## src/verilog/rtiu_regs.vh

```
// Constants for the return instruction unit
`ifndef RTIU_REGS_VH
`define RTIU_REGS_VH
`define RTIU_OP_RETURN       14'h0008
`define RTIU_OP_RETFROMINT   14'h0009
`define RTIU_LIT_OP_MASK     14'h3C00
`define RTIU_LIT_OP_CODE     14'h3400
`define RTIU_PHASES_PER_CYC  4
`define RTIU_LAST_PHASE      2'h3
`define RTIU_RET_CYCLES      2
`define RTIU_PC_RESET        13'h0000
`define RTIU_W_RESET         8'h00
`endif

```

## src/verilog/rtiu_return_unit.v

```verilog
// Return instruction execution unit: pops stack into PC, updates W and IRQ
`include "rtiu_regs.vh"
module rtiu_return_unit (
  input  wire        core_clk,
  input  wire        sys_rst,
  input  wire [13:0] instrWord,
  input  wire        instrValid,
  input  wire [12:0] stackTop,
  output reg         stackPop,
  output reg  [12:0] programCounter,
  output reg         pcLoad,
  output reg  [7:0]  workingReg,
  output reg         workingLoad,
  output reg         globalIrqEnableSet,
  output reg         flushFetch,
  output reg         busy,
  output reg         cycleStrobe
);

  // Sequencer states
  localparam ST_IDLE   = 2'h0;
  localparam ST_SECOND = 2'h1;

  // Phase within the current instruction cycle
  reg  [1:0] phase;
  reg  [1:0] state;
  reg  [1:0] next_phase;
  reg  [1:0] next_state;
  reg  [7:0] litField;

  // Decode and sequencing qualifiers
  reg        cycEnd;
  reg        isPlainRet;
  reg        isIntRet;
  reg        isLitRet;
  reg        isAnyRet;
  reg        acceptRet;
  reg        secondEnd;

  // Decode from a single program word; no status flag path exists here
  always @* begin
    isPlainRet = (instrWord == `RTIU_OP_RETURN);
    isIntRet   = (instrWord == `RTIU_OP_RETFROMINT);
    isLitRet   = ((instrWord & `RTIU_LIT_OP_MASK) == `RTIU_LIT_OP_CODE);
    isAnyRet   = isPlainRet | isIntRet | isLitRet;
    litField   = instrWord[7:0];
  end

  // Last of the four phases closes an instruction cycle
  always @* begin
    cycEnd = (phase == `RTIU_LAST_PHASE);
  end

  // Words are only looked at on a cycle boundary while idle
  always @* begin
    acceptRet = cycEnd && (state == ST_IDLE) && instrValid && isAnyRet;
    secondEnd = cycEnd && (state == ST_SECOND);
  end

  always @* begin
    next_phase = phase + 2'h1;
  end

  always @* begin
    next_state = state;
    if (acceptRet) begin
      next_state = ST_SECOND;
    end else if (secondEnd) begin
      next_state = ST_IDLE;
    end
  end

  // Free-running phase counter, so cycles are fixed four-clock slots
  always @(posedge core_clk) begin
    if (sys_rst) begin
      phase <= 2'h0;
    end else begin
      phase <= next_phase;
    end
  end

  always @(posedge core_clk) begin
    if (sys_rst) begin
      state <= ST_IDLE;
    end else begin
      state <= next_state;
    end
  end

  // Cycle boundary marker, one clock after the last phase
  always @(posedge core_clk) begin
    if (sys_rst) begin
      cycleStrobe <= 1'h0;
    end else begin
      cycleStrobe <= cycEnd;
    end
  end

  // Pop request: one pulse per accepted return
  always @(posedge core_clk) begin
    if (sys_rst) begin
      stackPop <= 1'h0;
    end else if (acceptRet) begin
      stackPop <= 1'h1;
    end else begin
      stackPop <= 1'h0;
    end
  end

  // Return address taken from the stack top
  always @(posedge core_clk) begin
    if (sys_rst) begin
      programCounter <= `RTIU_PC_RESET;
    end else if (acceptRet) begin
      programCounter <= stackTop;
    end
  end

  always @(posedge core_clk) begin
    if (sys_rst) begin
      pcLoad <= 1'h0;
    end else if (acceptRet) begin
      pcLoad <= 1'h1;
    end else begin
      pcLoad <= 1'h0;
    end
  end

  // Working register changes only on a literal return
  always @(posedge core_clk) begin
    if (sys_rst) begin
      workingReg <= `RTIU_W_RESET;
    end else if (acceptRet && isLitRet) begin
      workingReg <= litField;
    end
  end

  always @(posedge core_clk) begin
    if (sys_rst) begin
      workingLoad <= 1'h0;
    end else if (acceptRet && isLitRet) begin
      workingLoad <= 1'h1;
    end else begin
      workingLoad <= 1'h0;
    end
  end

  // Enable is set, never cleared, by the interrupt return
  always @(posedge core_clk) begin
    if (sys_rst) begin
      globalIrqEnableSet <= 1'h0;
    end else if (acceptRet && isIntRet) begin
      globalIrqEnableSet <= 1'h1;
    end else begin
      globalIrqEnableSet <= 1'h0;
    end
  end

  // Prefetched word is dropped as the second cycle ends
  always @(posedge core_clk) begin
    if (sys_rst) begin
      flushFetch <= 1'h0;
    end else if (secondEnd) begin
      flushFetch <= 1'h1;
    end else begin
      flushFetch <= 1'h0;
    end
  end

  // Busy spans the second instruction cycle
  always @(posedge core_clk) begin
    if (sys_rst) begin
      busy <= 1'h0;
    end else begin
      busy <= (next_state == ST_SECOND);
    end
  end

endmodule // rtiu_return_unit
```

## config.mk

```make
export PLATFORM = sky130hd
export DESIGN_NAME = rtiu_return_unit
export DESIGN_NICKNAME = d
export VERILOG_FILES = /design/src/verilog/rtiu_return_unit.v
export VERILOG_INCLUDE_DIRS = /design/src /design/src/verilog
export SDC_FILE = /design/constraint.sdc
export NUM_CORES = 1
export LEC_CHECK = 0
export BUFFER_PORTS_ARGS = -buffer_cell sky130_fd_sc_hd__buf_2
export CORE_UTILIZATION = 39
export CTS_CLUSTER_SIZE = 40
export DETAILED_ROUTE_END_ITERATION = 16
export GPL_TIMING_DRIVEN = 0
export HOLD_SLACK_MARGIN = 0.08
export PLACE_DENSITY = 0.66
export SETUP_SLACK_MARGIN = 0.2
export SLEW_MARGIN = 20
export SYNTH_ARGS = -nofsm -noshare
export SYNTH_HDL_FRONTEND = slang
export SYNTH_SLANG_ARGS = --single-unit
```

## constraint.sdc

```tcl
create_clock -name core_clk -period 2.05 [get_ports core_clk]
set_clock_uncertainty 0.15 [all_clocks]
set_input_delay 0.1025 -clock core_clk [delete_from_list [all_inputs] [get_ports core_clk]]
set_output_delay 0.1025 -clock core_clk [all_outputs]
set_load 0.01 [all_outputs]
```

==> Implementation_results.wiki <==
{| class="wikitable"
! Metric !! Value
|-
| Most frequent cells in the layout || sky130_fd_sc_hd__buf_2, sky130_fd_sc_hd__nand2_1, sky130_fd_sc_hd__dfxtp_1, sky130_fd_sc_hd__dlygate4sd3_1, sky130_fd_sc_hd__nor3b_1
|-
| Element type at the critical path end || register
|-
| Count of final hold-check violations || 0
|-
| Total Nets Final || around 300
|-
| Pins Over Slew Limit || 0
|-
| Initial DRC Count || 82
|-
| Leading cell type in the layout, fill and taps excluded || sky130_fd_sc_hd__buf_2
|-
| Share of the core filled with cells || 0.6055
|-
| Starting density of the core || 0.4088
|-
| Count of nets left with antenna violations after detail routing || 0
|-
| Number of buffers added by the clock tree synthesis step || 5
|-
| Peak supply drop || around 0.37 mV
|-
| Max Freq || around 0.57 GHz
|-
| Overall die area || approximately 4100 sq um
|-
| Boundary pin count || 58
|-
| Number of antenna violations at the first check in global routing || 0
|-
| Number of violations of the max-capacitance limit || 0
|-
| Number of iterations in the first detailed-routing pass || 4
|-
| Synthesized instance count || about 180
|-
| Share of post-route cells with drive strength above 1 || 0.2915
|-
| Root buf cell || sky130_fd_sc_hd__clkbuf_8
|-
| Status || completed
|-
| Die Height || between 60 and 70 um
|-
| Least-Margin Pin Slew || ~0.52 ns
|-
| Share of the yosys chip area belonging to registers || 0.4116
|-
| FP Rows || 22
|-
| Kind of start point of the critical path || input pin
|-
| Syn_area_per_cell || around 8.3 sq um
|-
| Clock-pin transition on the worst setup and hold timing paths || roughly 0.06 ns
|-
| Summed instance area of the synthesized netlist || roughly 1500 sq um
|-
| Sum of net half-perimeters after detailed placement || 2704 um
|-
| Vias per std cell || slightly above 5
|-
| Number of flip-flops and latches in the synthesized netlist || 31
|-
| Sum Neg Setup Slack || 0 ns
|-
| Max-Slew Margin vs Limit || 0.6552
|-
| CTS tree || yes
|-
| DR DRC count || 0
|-
| Deepest clock path buffer count || 2
|-
| Final setup violating endpoints || 0
|-
| CP Data Required Time || approximately 2.1 ns
|-
| Count of unique library cells instantiated by Yosys || 27
|-
| Number of antenna diodes || 0
|-
| Count of H-tree levels built during CTS || 2
|-
| Via count || 1645
|-
| Warnings from Yosys || 0
|-
| Crit Path Max Fanout || 2
|-
| All-Layer GR Usage || 0.2247
|-
| Leakage power total || about 0.00094 uW
|-
| Core region area || 3689 sq um
|-
| Global placement routability congestion || 0.7332
|-
| Power per unit of standard cell area || 602.3 nW/um^2
|-
| Worst Path Arrival || between 1.5 and 2 ns
|-
| Layout area overhead || 48.13%
|-
| Port bufs || 57
|-
| TritonCTS sink count || 31
|-
| Setup repair after global routing missed its margin || no
|-
| Worst Hold Class || in -> reg
|-
| Shortest clock period the worst path allows after layout || 1.742 ns
|-
| Setup CP Type || in -> reg
|-
| Global-route wire length before repair || 7141 um
|-
| Overall overflow remaining after global route || 0
|-
| Net Count, Synth || roughly 210
|-
| Die width || ~64 um
|-
| Largest net degree at the start of global routing || 11
|-
| Vias in the first global route || ~1500
|-
| Post-route fraction of the period consumed by the critical path || 0.8497
|-
| Wire length after detailed routing || roughly 4200 um
|-
| Skew-Pair Late Insertion Delay || roughly 0.27 ns
|-
| Detail-routed net length per standard cell || about 13 um
|}
[cell usage after synthesis, drive strengths merged]
library cell  number  area (sq um)
a31oi             13         81.33
nand2b             1         6.260
ha                 1         12.51
or4                1         7.510
nor3b             14         105.1
nand2             43         161.4
nor4b              4         35.03
inv                2         7.510
o21bai             1         18.77
o311ai            13         113.9
and3              13         81.33
nand4bb            1         11.26
a21oi              9         45.04
nor2               5         18.77
and4b              2         20.02
o21ai              1         5.000
a211oi             1         12.51
nor3               2         10.01
nand4b             1         8.760
nor2b              3         18.77
dfxtp             31         620.6
buf                8         65.05
clkbuf            11         41.29
[layer usage]
layer  vias up  track usage  routed length [um]
met4         0      0.06667                  63
li1        836            -                   -
met2        54       0.3644                1976
met5         -            0                   0
met1       748       0.2901                1952
met3         7      0.06071                 198
[kinds of logic (layout without fill, tap and decap cells)]
logic type      count (synthesis)  in the layout  synth area share
compound gates                 38             38            0.1834
fa+ha+maj                       1              1          0.008297
buf+inv                        21            111           0.07551
flops                          31             31            0.4116
simple gates                   90             90            0.3212
[registers in the layout (all words and copies together), names as in the netlist]
| name | flops |
|---|---|
| programCounter | 13 |
| cycleStrobe | 1 |
| flushFetch | 1 |
| state | 2 |
| pcLoad | 1 |
| workingLoad | 1 |
| phase | 2 |
| globalIrqEnableSet | 1 |
| workingReg | 8 |
| busy | 1 |
[worst paths after layout]
check / end / depth (start not counted) / slack [ns] / startpoint
max: globalIrqEnableSet / 6 / 0.31 / instrWord[13]
min: programCounter[11] / 4 / 0.09 / sys_rst
max reg2reg: programCounter[12] / 6 / 0.32 / phase[0]
min reg2reg: phase[0] / 1 / 0.28 / phase[0]
[layout make-up]
| class | instances | area, sq um |
|---|---|---|
| fill | 356 | 1455 |
| buffer | 19 | 112.6 |
| tap | 48 | 60.06 |
| timing repair buffer | 83 | 540.5 |
| sequential | 31 | 620.6 |
| clock buffer | 6 | 72.57 |
| inverter | 2 | 7.507 |
| multi-input combinational | 129 | 789.5 |
| clock inverter | 1 | 30.03 |
[power by group]
part | switching [uW] | leakage (uW) | internal, uW | total (uW)
registers | 6.88 | 0.000250 | 615 | 622
logic | 71.1 | 0.000643 | 78.2 | 149
clock network | 218 | 0.0000513 | 356 | 574
total | 296 | 0.000945 | 1050 | 1350
[through the flow]
step | instance area [sq um] | setup slack [ns] | hold slack, ns | instances | total power, uW
2_1_floorplan | 1508 | 0.4928 | 0.08848 | 181 | 687.7
3_3_place_gp | 1853 | 0.2199 | 0.2041 | 286 | 745.9
3_5_place_dp | 1853 | 0.2165 | 0.2107 | 286 | 746.7
4_1_cts | 2196 | 0.2247 | 0.08771 | 317 | 1354
5_1_grt | 2233 | 0.2069 | 0.1537 | 319 | 1406
6_report | 2233 | 0.3080 | 0.09168 | 319 | 1345
[timing repair]
item                                    CTS  global route
endpoints found under the setup margin    0            15
hold buffers                             24             0
resized for setup                         0             8
hold endpoints to repair                 22             0
setup buffers                             0             2
[critical path, stage by stage]
cell                            delay (ns)
sky130_fd_sc_hd__buf_2                0.10
sky130_fd_sc_hd__dlygate4sd3_1        0.56
sky130_fd_sc_hd__nor3_2               0.15
sky130_fd_sc_hd__dlygate4sd3_1        0.57
sky130_fd_sc_hd__nand4b_1             0.08
sky130_fd_sc_hd__nor4b_1              0.23
(Power assumes the default switching activity.)
